==> config.mk <==
export PLATFORM = sky130hd
export DESIGN_NAME = scd_device_flat
export DESIGN_NICKNAME = d
export VERILOG_FILES = /design/src/core/scd_pkg.sv /design/src/core/scd_link_if.sv /design/src/core/scd_device.sv /design/src/flat_wrapper.sv
export SDC_FILE = /design/constraint.sdc
export NUM_CORES = 1
export LEC_CHECK = 0
export BUFFER_PORTS_ARGS = -buffer_cell sky130_fd_sc_hd__clkbuf_2
export CORE_MARGIN = 1.5
export CORE_UTILIZATION = 35
export CTS_BUF_LIST = sky130_fd_sc_hd__clkbuf_8
export DETAILED_ROUTE_END_ITERATION = 10
export MAX_ROUTING_LAYER = met4
export PLACE_DENSITY = 0.51
export SYNTH_ARGS = -nofsm -noshare
export SYNTH_HDL_FRONTEND = slang
export SYNTH_SLANG_ARGS = --single-unit
export TNS_END_PERCENT = 100
==> constraint.sdc <==
create_clock -name clk -period 2.25 [get_ports clk]
set_input_delay 0.225 -clock clk [delete_from_list [all_inputs] [get_ports clk]]
set_output_delay 0.225 -clock clk [all_outputs]
set_load 0.02 [all_outputs]
==> src/core/scd_pkg.sv <==
// Purpose: Shared constants of the smart card clock divider and its host
// Assumes: Command byte is sent MSB first, B7..B5 chip address
// Notes:   Bit positions, reset values and cycle counts live here
package scd_pkg;
  // ----------------------------------------------------------------
  // Command byte layout
  // ----------------------------------------------------------------
  localparam int unsigned CMD_W       = 8;
  localparam int unsigned DIV_B0      = 0;
  localparam int unsigned DIV_B1      = 1;
  localparam int unsigned SLOPE_BIT   = 2;
  localparam int unsigned DATA_BIT    = 3;
  localparam int unsigned RST_BIT     = 4;
  localparam int unsigned ADDR_LSB    = 5;
  localparam int unsigned ADDR_W      = 3;
  localparam int unsigned BITCNT_W    = 4;

  // ----------------------------------------------------------------
  // Divide codes, written as {B0,B1}
  // ----------------------------------------------------------------
  typedef enum logic [1:0] {
    SCD_DIV_STOP = 2'b00,
    SCD_DIV_1    = 2'b01,
    SCD_DIV_2    = 2'b10,
    SCD_DIV_4    = 2'b11
  } scd_div_e;

  // ----------------------------------------------------------------
  // Status byte positions
  // ----------------------------------------------------------------
  localparam int unsigned ST_VCC_OV   = 0;
  localparam int unsigned ST_VCC_UV   = 1;
  localparam int unsigned ST_BAT_OV   = 2;
  localparam int unsigned ST_BAT_UV   = 3;
  localparam int unsigned ST_CARD     = 4;

  // ----------------------------------------------------------------
  // Reset values and timing
  // ----------------------------------------------------------------
  localparam logic [1:0]  DIV_RST     = 2'h0;
  localparam logic [1:0]  SUPPLY_RST  = 2'h0;
  localparam logic [7:0]  STATUS_RST  = 8'h00;
  localparam logic [1:0]  PHASE_RST   = 2'h0;
  localparam int unsigned CLK_MHZ     = 100;
  localparam int unsigned SETTLE_NS   = 200;
  localparam int unsigned SETTLE_CYC  = (SETTLE_NS * CLK_MHZ + 999) / 1000;
  localparam int unsigned SCLK_HALF   = 4;
  localparam int unsigned TIMER_W     = 8;
endpackage

==> src/core/scd_link_if.sv <==
// Purpose: Serial command link between host and card clock divider
// Assumes: One clock; both ends sample the link synchronously
// Notes:   Reply line has an enable; host masks the reply with it
`timescale 1ns/1ps
interface scd_link_if;
  logic cs_n;
  logic sclk;
  logic mosi;
  logic miso;
  logic miso_oe;

  modport dev (
    input  cs_n,
    input  sclk,
    input  mosi,
    output miso,
    output miso_oe
  );

  modport host (
    output cs_n,
    output sclk,
    output mosi,
    input  miso,
    input  miso_oe
  );
endinterface

==> src/core/scd_device.sv <==
// Purpose: Card clock divider end of the smart card interface
// Assumes: Source clock and link inputs are synchronous to clk
// Notes:   Commands take effect only on chip select release
`timescale 1ns/1ps
module scd_device #(
  parameter logic [2:0] CHIP_ADDR   = 3'h1,
  parameter logic [2:0] SUPPLY_ADDR = 3'h5
) (
  input  wire logic    clk,
  input  wire logic    rst_n,
  scd_link_if.dev      link,
  input  wire logic    src_clk_in,
  input  wire logic    sync_mode_in,
  input  wire logic    card_detect_in,
  input  wire logic    vcc_over_in,
  input  wire logic    vcc_under_in,
  input  wire logic    bat_over_in,
  input  wire logic    bat_under_in,
  output logic         card_clock_out,
  output logic         card_reset_out,
  output logic         card_data_out,
  output logic         card_data_oe,
  output logic         slow_edge_select,
  output logic         fast_edge_select,
  output logic [1:0]   card_supply,
  output logic         supply_discharge_switch,
  output logic         int_n
);
  import scd_pkg::*;

  // ----------------------------------------------------------------
  // Link edge detection
  // ----------------------------------------------------------------
  logic                cs_n_q;
  logic                sclk_q;
  logic                src_q;
  logic                cs_fall;
  logic                cs_rise;
  logic                sclk_rise;
  logic                sclk_fall;
  logic                src_rise;

  always_ff @(posedge clk) begin
    if (!rst_n) begin
      cs_n_q <= 1'b1;
      sclk_q <= 1'b0;
      src_q  <= 1'b0;
    end else begin
      cs_n_q <= link.cs_n;
      sclk_q <= link.sclk;
      src_q  <= src_clk_in;
    end
  end

  assign cs_fall   = cs_n_q & ~link.cs_n;
  assign cs_rise   = ~cs_n_q & link.cs_n;
  assign sclk_rise = ~link.cs_n & link.sclk & ~sclk_q;
  assign sclk_fall = ~link.cs_n & ~link.sclk & sclk_q;
  assign src_rise  = src_clk_in & ~src_q;

  // ----------------------------------------------------------------
  // Command shift register
  // ----------------------------------------------------------------
  logic [CMD_W-1:0]    shift_q;
  logic [BITCNT_W-1:0] bits_q;
  logic [2:0]          addr_now;
  logic                frame_ok;

  always_ff @(posedge clk) begin
    if (!rst_n) begin
      shift_q <= '0;
      bits_q  <= '0;
    end else if (cs_fall) begin
      shift_q <= '0;
      bits_q  <= '0;
    end else if (sclk_rise) begin
      shift_q <= {shift_q[CMD_W-2:0], link.mosi};
      bits_q  <= (bits_q == BITCNT_W'(CMD_W)) ? BITCNT_W'(1) : bits_q + BITCNT_W'(1);
    end
  end

  // Extra bits beyond one byte start a new byte in the same frame
  assign addr_now = shift_q[ADDR_LSB +: ADDR_W];
  assign frame_ok = cs_rise & (bits_q == BITCNT_W'(CMD_W));

  // ----------------------------------------------------------------
  // Control latches
  // ----------------------------------------------------------------
  logic [1:0]          div_req_q;
  logic                slope_q;
  logic                data_q;
  logic                clk_write;
  logic                vcc_write;

  assign clk_write = frame_ok & (addr_now == CHIP_ADDR);
  assign vcc_write = frame_ok & (addr_now == SUPPLY_ADDR);

  always_ff @(posedge clk) begin
    if (!rst_n) begin
      div_req_q      <= DIV_RST;
      slope_q        <= 1'b0;
      data_q         <= 1'b0;
      card_reset_out <= 1'b0;
    end else if (clk_write) begin
      div_req_q      <= {shift_q[DIV_B0], shift_q[DIV_B1]};
      slope_q        <= shift_q[SLOPE_BIT];
      data_q         <= shift_q[DATA_BIT];
      card_reset_out <= shift_q[RST_BIT];
    end
  end

  always_ff @(posedge clk) begin
    if (!rst_n) begin
      card_supply <= SUPPLY_RST;
    end else if (vcc_write) begin
      card_supply <= {shift_q[DIV_B0], shift_q[DIV_B1]};
    end
  end

  // Edge rate may change on the fly, independent of ratio
  always_ff @(posedge clk) begin
    if (!rst_n) begin
      slow_edge_select <= 1'b1;
      fast_edge_select <= 1'b0;
    end else begin
      slow_edge_select <= ~slope_q;
      fast_edge_select <= slope_q;
    end
  end

  // ----------------------------------------------------------------
  // Divider
  // ----------------------------------------------------------------
  scd_div_e            div_act_q;
  logic [1:0]          phase_q;

  // Ratio swaps only at phase zero; a swap from SCD_DIV_1 to SCD_DIV_STOP still lets a one-cycle pulse reach the card
  always_ff @(posedge clk) begin
    if (!rst_n) begin
      phase_q   <= PHASE_RST;
      div_act_q <= SCD_DIV_STOP;
    end else if (src_rise) begin
      phase_q <= phase_q + 2'h1;
      if (phase_q == PHASE_RST) begin
        div_act_q <= scd_div_e'(div_req_q);
      end
    end
  end

  always_ff @(posedge clk) begin
    if (!rst_n) begin
      card_clock_out <= 1'b0;
    end else if (sync_mode_in) begin
      card_clock_out <= data_q;
    end else begin
      unique case (div_act_q)
        SCD_DIV_STOP: card_clock_out <= 1'b0;
        SCD_DIV_1:    card_clock_out <= src_clk_in;
        SCD_DIV_2: begin
          if (src_rise) begin
            card_clock_out <= ~card_clock_out;
          end
        end
        SCD_DIV_4: begin
          if (src_rise && phase_q[0]) begin
            card_clock_out <= ~card_clock_out;
          end
        end
      endcase
    end
  end

  // Synchronous cards take data from the command bit instead
  always_ff @(posedge clk) begin
    if (!rst_n) begin
      card_data_out <= 1'b0;
      card_data_oe  <= 1'b0;
    end else begin
      card_data_out <= data_q;
      card_data_oe  <= sync_mode_in;
    end
  end

  // ----------------------------------------------------------------
  // Faults and discharge
  // ----------------------------------------------------------------
  logic [7:0]          status_q;

  // Sticky faults; a new fault in the clear cycle is kept
  always_ff @(posedge clk) begin
    if (!rst_n) begin
      status_q <= STATUS_RST;
    end else begin
      status_q[ST_VCC_OV] <= vcc_over_in  | (status_q[ST_VCC_OV] & ~vcc_write);
      status_q[ST_VCC_UV] <= vcc_under_in | (status_q[ST_VCC_UV] & ~vcc_write);
      status_q[ST_BAT_OV] <= bat_over_in  | (status_q[ST_BAT_OV] & ~frame_ok);
      status_q[ST_BAT_UV] <= bat_under_in | (status_q[ST_BAT_UV] & ~frame_ok);
      status_q[ST_CARD]   <= card_detect_in;
      status_q[7:5]       <= 3'h0;
    end
  end

  always_ff @(posedge clk) begin
    if (!rst_n) begin
      int_n                   <= 1'b1;
      supply_discharge_switch <= 1'b1;
    end else begin
      int_n                   <= ~(status_q[ST_VCC_OV] | status_q[ST_VCC_UV]);
      supply_discharge_switch <= (card_supply == SUPPLY_RST) | ~card_detect_in;
    end
  end

  // ----------------------------------------------------------------
  // Status read-out
  // ----------------------------------------------------------------
  logic [CMD_W-1:0]    tx_q;
  logic                miso_q;
  logic                miso_oe_q;

  // Reply drives only once the address bits name this chip
  always_ff @(posedge clk) begin
    if (!rst_n) begin
      tx_q      <= '0;
      miso_q    <= 1'b0;
      miso_oe_q <= 1'b0;
    end else if (cs_fall) begin
      tx_q      <= {status_q[CMD_W-2:0], 1'b0};
      miso_q    <= status_q[CMD_W-1];
      miso_oe_q <= 1'b0;
    end else if (link.cs_n) begin
      miso_oe_q <= 1'b0;
    end else begin
      if (sclk_fall) begin
        miso_q <= tx_q[CMD_W-1];
        tx_q   <= {tx_q[CMD_W-2:0], 1'b0};
      end
      if (sclk_rise && bits_q == BITCNT_W'(ADDR_W - 1)) begin
        miso_oe_q <= ({shift_q[1:0], link.mosi} == CHIP_ADDR);
      end
    end
  end

  assign link.miso    = miso_q;
  assign link.miso_oe = miso_oe_q;
endmodule

==> src/flat_wrapper.sv <==
// flat-port wrapper written by rule: the top's interface ports become plain ports
module scd_device_flat import scd_pkg::*;
#(
  parameter logic [2:0] CHIP_ADDR   = 3'h1,
  parameter logic [2:0] SUPPLY_ADDR = 3'h5
)
  (clk, rst_n, src_clk_in, sync_mode_in, card_detect_in, vcc_over_in, vcc_under_in, bat_over_in, bat_under_in, card_clock_out, card_reset_out, card_data_out, card_data_oe, slow_edge_select, fast_edge_select, card_supply, supply_discharge_switch, int_n, link_cs_n, link_sclk, link_mosi, link_miso, link_miso_oe);
  scd_link_if link_i ();
  input  wire logic clk;
  input  wire logic rst_n;
  input  wire logic src_clk_in;
  input  wire logic sync_mode_in;
  input  wire logic card_detect_in;
  input  wire logic vcc_over_in;
  input  wire logic vcc_under_in;
  input  wire logic bat_over_in;
  input  wire logic bat_under_in;
  output logic card_clock_out;
  output logic card_reset_out;
  output logic card_data_out;
  output logic card_data_oe;
  output logic slow_edge_select;
  output logic fast_edge_select;
  output logic [1:0] card_supply;
  output logic supply_discharge_switch;
  output logic int_n;
  input wire logic [$bits(link_i.cs_n)-1:0] link_cs_n;
  input wire logic [$bits(link_i.sclk)-1:0] link_sclk;
  input wire logic [$bits(link_i.mosi)-1:0] link_mosi;
  output wire logic [$bits(link_i.miso)-1:0] link_miso;
  output wire logic [$bits(link_i.miso_oe)-1:0] link_miso_oe;
  assign link_i.cs_n = link_cs_n;
  assign link_i.sclk = link_sclk;
  assign link_i.mosi = link_mosi;
  assign link_miso = link_i.miso;
  assign link_miso_oe = link_i.miso_oe;
  scd_device #(.CHIP_ADDR(CHIP_ADDR), .SUPPLY_ADDR(SUPPLY_ADDR)) u_core (.clk(clk), .rst_n(rst_n), .link(link_i), .src_clk_in(src_clk_in), .sync_mode_in(sync_mode_in), .card_detect_in(card_detect_in), .vcc_over_in(vcc_over_in), .vcc_under_in(vcc_under_in), .bat_over_in(bat_over_in), .bat_under_in(bat_under_in), .card_clock_out(card_clock_out), .card_reset_out(card_reset_out), .card_data_out(card_data_out), .card_data_oe(card_data_oe), .slow_edge_select(slow_edge_select), .fast_edge_select(fast_edge_select), .card_supply(card_supply), .supply_discharge_switch(supply_discharge_switch), .int_n(int_n));
endmodule
==> results.tsv, run 1 <==
stage	metric	value	unit
status	run status	complete, no violations	
floorplan	row count	26	
routing	Avg WL per Cell	11.54	µm
global_routing	initial antenna violation count	0	
final_layout	most common cell after layout, fill and taps aside	dfxtp_1	
cts	CTS resizes	0	
worst_setup_path	Setup crit start kind	flip-flop	
synth	sequential fraction of the synthesis area	0.5140	
sta	Least-Margin Pin Slew	518.3	ps
floorplan	initial core utilization	0.3607	
floorplan	Core Region	5075	µm²
sta	max_slew headroom	0.6536	
final_layout	NumNets Final	245	
sta	Setup TNS Final	0	ps
cts	CTS tree	done	
global_routing	total global-route track usage	0.1377	
synth	Post-Synthesis Cells	205	
routing	Final ANT Viol Nets	0	
cts	clock sinks	47	
synth	area leader, netlist	dfxtp_1	
worst_setup_path	buffers plus inverters on the worst setup path	1	
synth	synthesized cell area	1831	µm²
synth	Yosys warning total	0	
worst_setup_path	CP Cell Sequence	inv_1, ha_1, nand4b_1, nand4bb_1, nand3_1, o21ai_0	
routing	drt pass-1 iters	4	
floorplan	DIE AREA	5673	µm²
synth	Post-Syn Nets	221	
floorplan	die boundary height	75.32	µm
routing	residual DRC count	0	
cts	Worst-path clk slew	90	ps
sta	hold slack	123.0	ps
synth	area fraction of the dominant cell type after synthesis	0.5140	
cts	TritonCTS Buffers	5	
worst_hold_path	hold wc startpoint	vcc_over_in	
synth	FF+latch count, synth	47	
sta	crit share post-route	0.7283	
global_routing	largest net degree at the start of global routing	22	
synth	post-synth cell types	31	
synth	top cells by area, synth	dfxtp_1 51%, nand2_1 8.8%, mux2i_1 5.5%, a21oi_1 4.6%, o21ai_0 4.4%	
final_layout	fraction of layout cells with a size suffix above 1	0.1652	
placement	GPL Wtd Cong	0.7172	
worst_setup_path	CP Capture Type	flip-flop	
worst_setup_path	Crit path largest cell delay	430	ps
sta	RSZ-0062 raised after global routing	false	
cts	post-CTS setup buffer count	0	
sta	Setup Skew	10.87	ps
final_layout	filler cell count in the final layout	551	
floorplan	die width	75.32	µm
routing	final WL	3461	µm
sta	max-slew violations	0	
final_layout	sequential cell area	940.9	µm²
global_routing	global route total overflow	0	
cts	root buf cell	clkbuf_8	
final_layout	Layout area overhead	15.04	%
cts	H-tree depth	2	
final_layout	diode count	0	
worst_setup_path	highest net fanout along the worst path	10	
cts	Bufs on Longest Clock Path	2	
final_layout	cell area after layout	2106	µm²
power_and_ir_drop	Leak Pwr	0.0007813	µW
power_and_ir_drop	Worst VDD drop	0.2065	mV
final_layout	most frequent cells in the layout	47 x dfxtp_1, 43 x nand2_1, 23 x clkbuf_2	
global_routing	vias in the first global route	1260	
worst_setup_path	Crit. Startpoint	u_core.bits_q[0]	
worst_setup_path	Critical-path top delay cell	nand4bb_1	
placement	placed cell area	2024	µm²
power_and_ir_drop	Cell Pwr Density	689.3	nW/µm²
sta	Final Hold Vio Count	0	
final_layout	Multi-input gate area	813.3	µm²
routing	drt via density	4.597	
routing	Via Count	1379	
worst_setup_path	CP Data Arrival Time	1810	ps
job	Max-Cap Viols	0	
floorplan	I/O pin count	24	
sta	fmax	610.3	MHz
cts	clock latency on the worst-skew pair	300	ps
synth	Syn Area/Cell	8.929	µm²
worst_setup_path	CP Data Required Time	2420	ps
placement	detailed placement HPWL	2452	µm
placement	PortBufs	23	
worst_setup_path	r2r startpoint	u_core.bits_q[0]	
worst_setup_path	critical setup path kind	reg2reg	
global_routing	first-pass GRT wire length	5671	µm
worst_setup_path	Top delay family on crit path	simple AND/OR/NAND/NOR gates	
cts	hold_buf cts	0	
sta	post-route minimum period	1639	ps
routing	Initial DRC Count	37	
sta	Final Setup Violations	0	
worst_hold_path	Hold WC Path Type	in2reg	
-- through the flow --
stage / power, µW / cells / utilization / setup WS (ps)
floorplan: 955.5 / 205 / - / 896.1
global placement: 990.7 / 292 / 0.3989 / 627.6
detailed placement: 991.0 / 292 / 0.3989 / 626.2
CTS: 1472 / 300 / 0.4149 / 600.6
global route: 1525 / 300 / 0.4149 / 458.1
finish: 1452 / 300 / 0.4149 / 611.4
-- worst paths after layout --
kind	end	cells after the start	slack (ps)
hold / removal	u_core.status_q[0]	3	120
hold reg to reg	u_core.slow_edge_select	1	390
setup reg to reg	u_core.div_req_q[0]	6	610
setup / recovery	u_core.div_req_q[0]	6	610
-- report_power, final --
group	leakage, µW	switching (µW)	internal, µW
sequential	0.000383	11.7	855
clock	0.0000505	273	209
combinational	0.000348	60.2	42.4
-- cells by family after synthesis --
logic type	after synthesis	synth area share
AND/OR/NAND/NOR	83	0.2303
flip-flops	47	0.5140
AO/OA/AOI/OAI	40	0.1224
buffers and inverters	19	0.04169
multiplexers	10	0.05468
adder cells (fa/ha/maj)	4	0.02734
XOR/XNOR	2	0.009571
-- tightest hold or removal path: cells and delay by family --
kind	cells	cell delay (ps)
AO/OA/AOI/OAI	1	50
buffers and inverters	1	70
AND/OR/NAND/NOR	1	40
-- cell type report --
class | count | area share
clock inverter | 3 | 0.005942
timing repair buffer | 28 | 0.07249
sequential | 47 | 0.4468
inverter | 8 | 0.01426
multi-input combinational | 139 | 0.3862
clock buffer | 5 | 0.03268
tap | 70 | 0.04159
-- Yosys cell counts, drive strengths merged --
| library cell | instances |
|---|---|
| nor2 | 9 |
| nand4bb | 1 |
| clkbuf | 8 |
| a311oi | 1 |
| dfxtp | 47 |
| nand4b | 2 |
| and2 | 7 |
| buf | 3 |
| inv | 8 |
| o211ai | 1 |
| a21boi | 3 |
| nand2b | 2 |
| nand2 | 43 |
| o21ai | 16 |
| ha | 4 |
| a21oi | 17 |
| or3b | 1 |
| nor3 | 1 |
| nor3b | 3 |
| nand3b | 1 |
| nand3 | 7 |
| nor2b | 4 |
| xnor2 | 2 |
| o22ai | 1 |
| nand4 | 1 |
| o31ai | 1 |
| nor4b | 1 |
| mux2i | 10 |
-- layer usage --
layer | wire length (µm) | GRT usage
met2 | 1510 | 0.2066
met1 | 1732 | 0.1694
met5 | 0 | -
met3 | 151 | 0.04497
met4 | 67 | 0.05952
-- sequential cells by signal, summed over array words and instances, names as in the netlist --
signal                          flops
u_core.supply_discharge_switch      1
u_core.slow_edge_select             1
u_core.card_reset_out               1
u_core.card_supply                  2
u_core.link.miso_oe                 1
u_core.div_act_q                    2
u_core.phase_q                      2
u_core.link.miso                    1
u_core.card_clock_out               1
u_core.fast_edge_select             1
u_core.tx_q                         7
u_core.int_n                        1
u_core.cs_n_q                       1
u_core.shift_q                      8
u_core.src_q                        1
u_core.bits_q                       4
u_core.slope_q                      1
u_core.sclk_q                       1
u_core.status_q                     5
u_core.div_req_q                    2
u_core.card_data_out                1
u_core.card_data_oe                 1
u_core.data_q                       1
No activity file was read; power rests on OpenSTA's default activity.
==> inputs of run 2 (changes only) <==
- clock period: 2.25 -> 1.53 ns (I/O delays scaled with it)
==> results.tsv, run 2 (synthesized netlist as in run 1, its figures left out) <==
stage	metric	value	unit	change
status	run status	complete, no violations		
global_routing	first-pass GRT wire length	5706	µm	+0.62%
final_layout	diode count	0		unchanged
final_layout	Layout area overhead	20.03	%	
routing	Final ANT Viol Nets	0		unchanged
power_and_ir_drop	Cell Pwr Density	1049	nW/µm²	+52%
floorplan	initial core utilization	0.3607		unchanged
worst_setup_path	CP Data Arrival Time	1640	ps	-170 ps
final_layout	Core Util, Final	0.4329		+0.01800
routing	final WL	3452	µm	-0.26%
floorplan	row count	26		unchanged
global_routing	vias in the first global route	1259		-0.079%
worst_hold_path	Hold WC Path Type	in2reg		
power_and_ir_drop	Power Total	2304	µW	+59%
power_and_ir_drop	Leak Pwr	0.0008196	µW	+4.9%
sta	Least-Margin Pin Slew	329.3	ps	-189.0 ps
sta	max-slew violations	0		unchanged
floorplan	DIE AREA	5673	µm²	unchanged
sta	Final Setup Violations	0		unchanged
sta	max_slew headroom	0.7795		+0.1259
floorplan	Core Region	5075	µm²	unchanged
sta	fmax	708.3	MHz	+16%
cts	root buf cell	clkbuf_8		
worst_setup_path	r2r worst-path depth	5		-1
routing	drt pass-1 iters	4		unchanged
worst_setup_path	highest net fanout along the worst path	5		-5
cts	CTS tree	done		
floorplan	I/O pin count	24		unchanged
final_layout	most common cell after layout, fill and taps aside	dfxtp_1		
placement	Setup WS pre-CTS	50.71	ps	-575.4 ps
placement	GPL Wtd Cong	0.7363		+2.7%
routing	residual DRC count	0		unchanged
worst_setup_path	Setup crit start kind	flip-flop		
routing	Via Count	1411		+2.3%
worst_setup_path	r2r startpoint	u_core.bits_q[1]		
cts	Worst-path clk slew	80	ps	about the same
routing	Avg WL per Cell	11.28	µm	-2.2%
placement	detailed placement HPWL	2473	µm	+0.85%
worst_setup_path	CP Data Required Time	1760	ps	-660 ps
sta	post-route minimum period	1412	ps	-226.8 ps
sta	Setup Skew	5.770	ps	-5.096 ps
global_routing	initial antenna violation count	0		unchanged
final_layout	fraction of layout cells with a size suffix above 1	0.2161		+0.05088
floorplan	die boundary height	75.32	µm	unchanged
worst_setup_path	crit path capture	u_core.card_supply[1]		
routing	Initial DRC Count	38		+2.7%
worst_setup_path	reg2reg end	u_core.card_supply[1]		
cts	hold_buf cts	0		unchanged
global_routing	total global-route track usage	0.1394		+0.001703
routing	drt via density	4.611		+0.31%
final_layout	cell area after layout	2197	µm²	+4.3%
cts	TritonCTS Buffers	5		unchanged
worst_setup_path	CP Capture Type	flip-flop		
sta	Final Hold Vio Count	0		unchanged
global_routing	largest net degree at the start of global routing	16		-27%
worst_setup_path	Crit. Startpoint	u_core.bits_q[1]		
floorplan	die width	75.32	µm	unchanged
cts	H-tree depth	2		unchanged
final_layout	NumNets Final	252		+2.9%
power_and_ir_drop	Worst VDD drop	0.3707	mV	+79%
final_layout	max reg flops	8		unchanged
final_layout	most frequent cells in the layout	45 x dfxtp_1, 43 x nand2_1, 23 x clkbuf_2		
worst_setup_path	R2R Setup Slk	120	ps	-490 ps
sta	crit share post-route	0.9227		+0.1945
worst_setup_path	critical setup path kind	reg2reg		
placement	PortBufs	23		unchanged
job	Max-Cap Viols	0		unchanged
sta	worst setup margin	118.2	ps	-493.2 ps
cts	clock sinks	47		unchanged
global_routing	global route total overflow	0		unchanged
sta	hold slack	73.46	ps	-49.51 ps
placement	placed cell area	2069	µm²	+2.2%
cts	Bufs on Longest Clock Path	2		unchanged
final_layout	most flop-heavy register	u_core.shift_q		
final_layout	top flop regs	u_core.shift_q x8, u_core.tx_q x7, u_core.status_q x5		
cts	clock latency on the worst-skew pair	300	ps	about the same
==> run 2: repair_timing <==
item / CTS / global route
buffers inserted: 0 / 1
endpoints found under the hold margin: 0 / 0
gates resized for setup: 0 / 7
endpoints found under the setup margin: 0 / 4
==> run 2: report_power, final <==
part | internal, µW | switching (µW) | total (µW)
Combinational | 71.5 | 91.7 | 163
Clock | 472 | 393 | 866
Sequential | 1260 | 17.7 | 1270
==> run 2: metal layers <==
metal	vias up	wire length [µm]	track usage
met4	0	50	0.05357
met1	641	1785	0.1819
li1	742	-	-
met2	24	1460	0.2008
met5	-	0	-
met3	4	156	0.04497
==> run 2: cell type report <==
class	count	area, µm²
sequential	47	943.4
fill	536	2878
clock buffer	5	68.82
tap	70	87.58
multi-input combinational	139	828.3
clock inverter	2	33.78
timing repair buffer	35	205.2
inverter	8	30.03
==> run 2: critical path: stages, from the launching register on <==
cell	delay [ps]
dfxtp_2	360
inv_2	70
ha_4	140
nand4_1	160
nor4b_4	400
mux2i_1	210
==> run 2: worst min path at each step <==
stage,startpoint,end,slack (ps),cells past startpoint
after floorplan,vcc_over_in,u_core.status_q[0],270,2
after global placement,vcc_over_in,u_core.status_q[0],380,3
after detailed placement,u_core.slope_q,u_core.slow_edge_select,370,1
after CTS,vcc_over_in,u_core.status_q[0],70,3
after global routing,vcc_over_in,u_core.status_q[0],70,3
final,vcc_over_in,u_core.status_q[0],70,3
==> run 2: stage by stage <==
step,setup TNS [ps],instances
after floorplan,0,205
after global placement,0,298
after detailed placement,0,298
after CTS,0,305
after global routing,-15.15,306
final,0,306
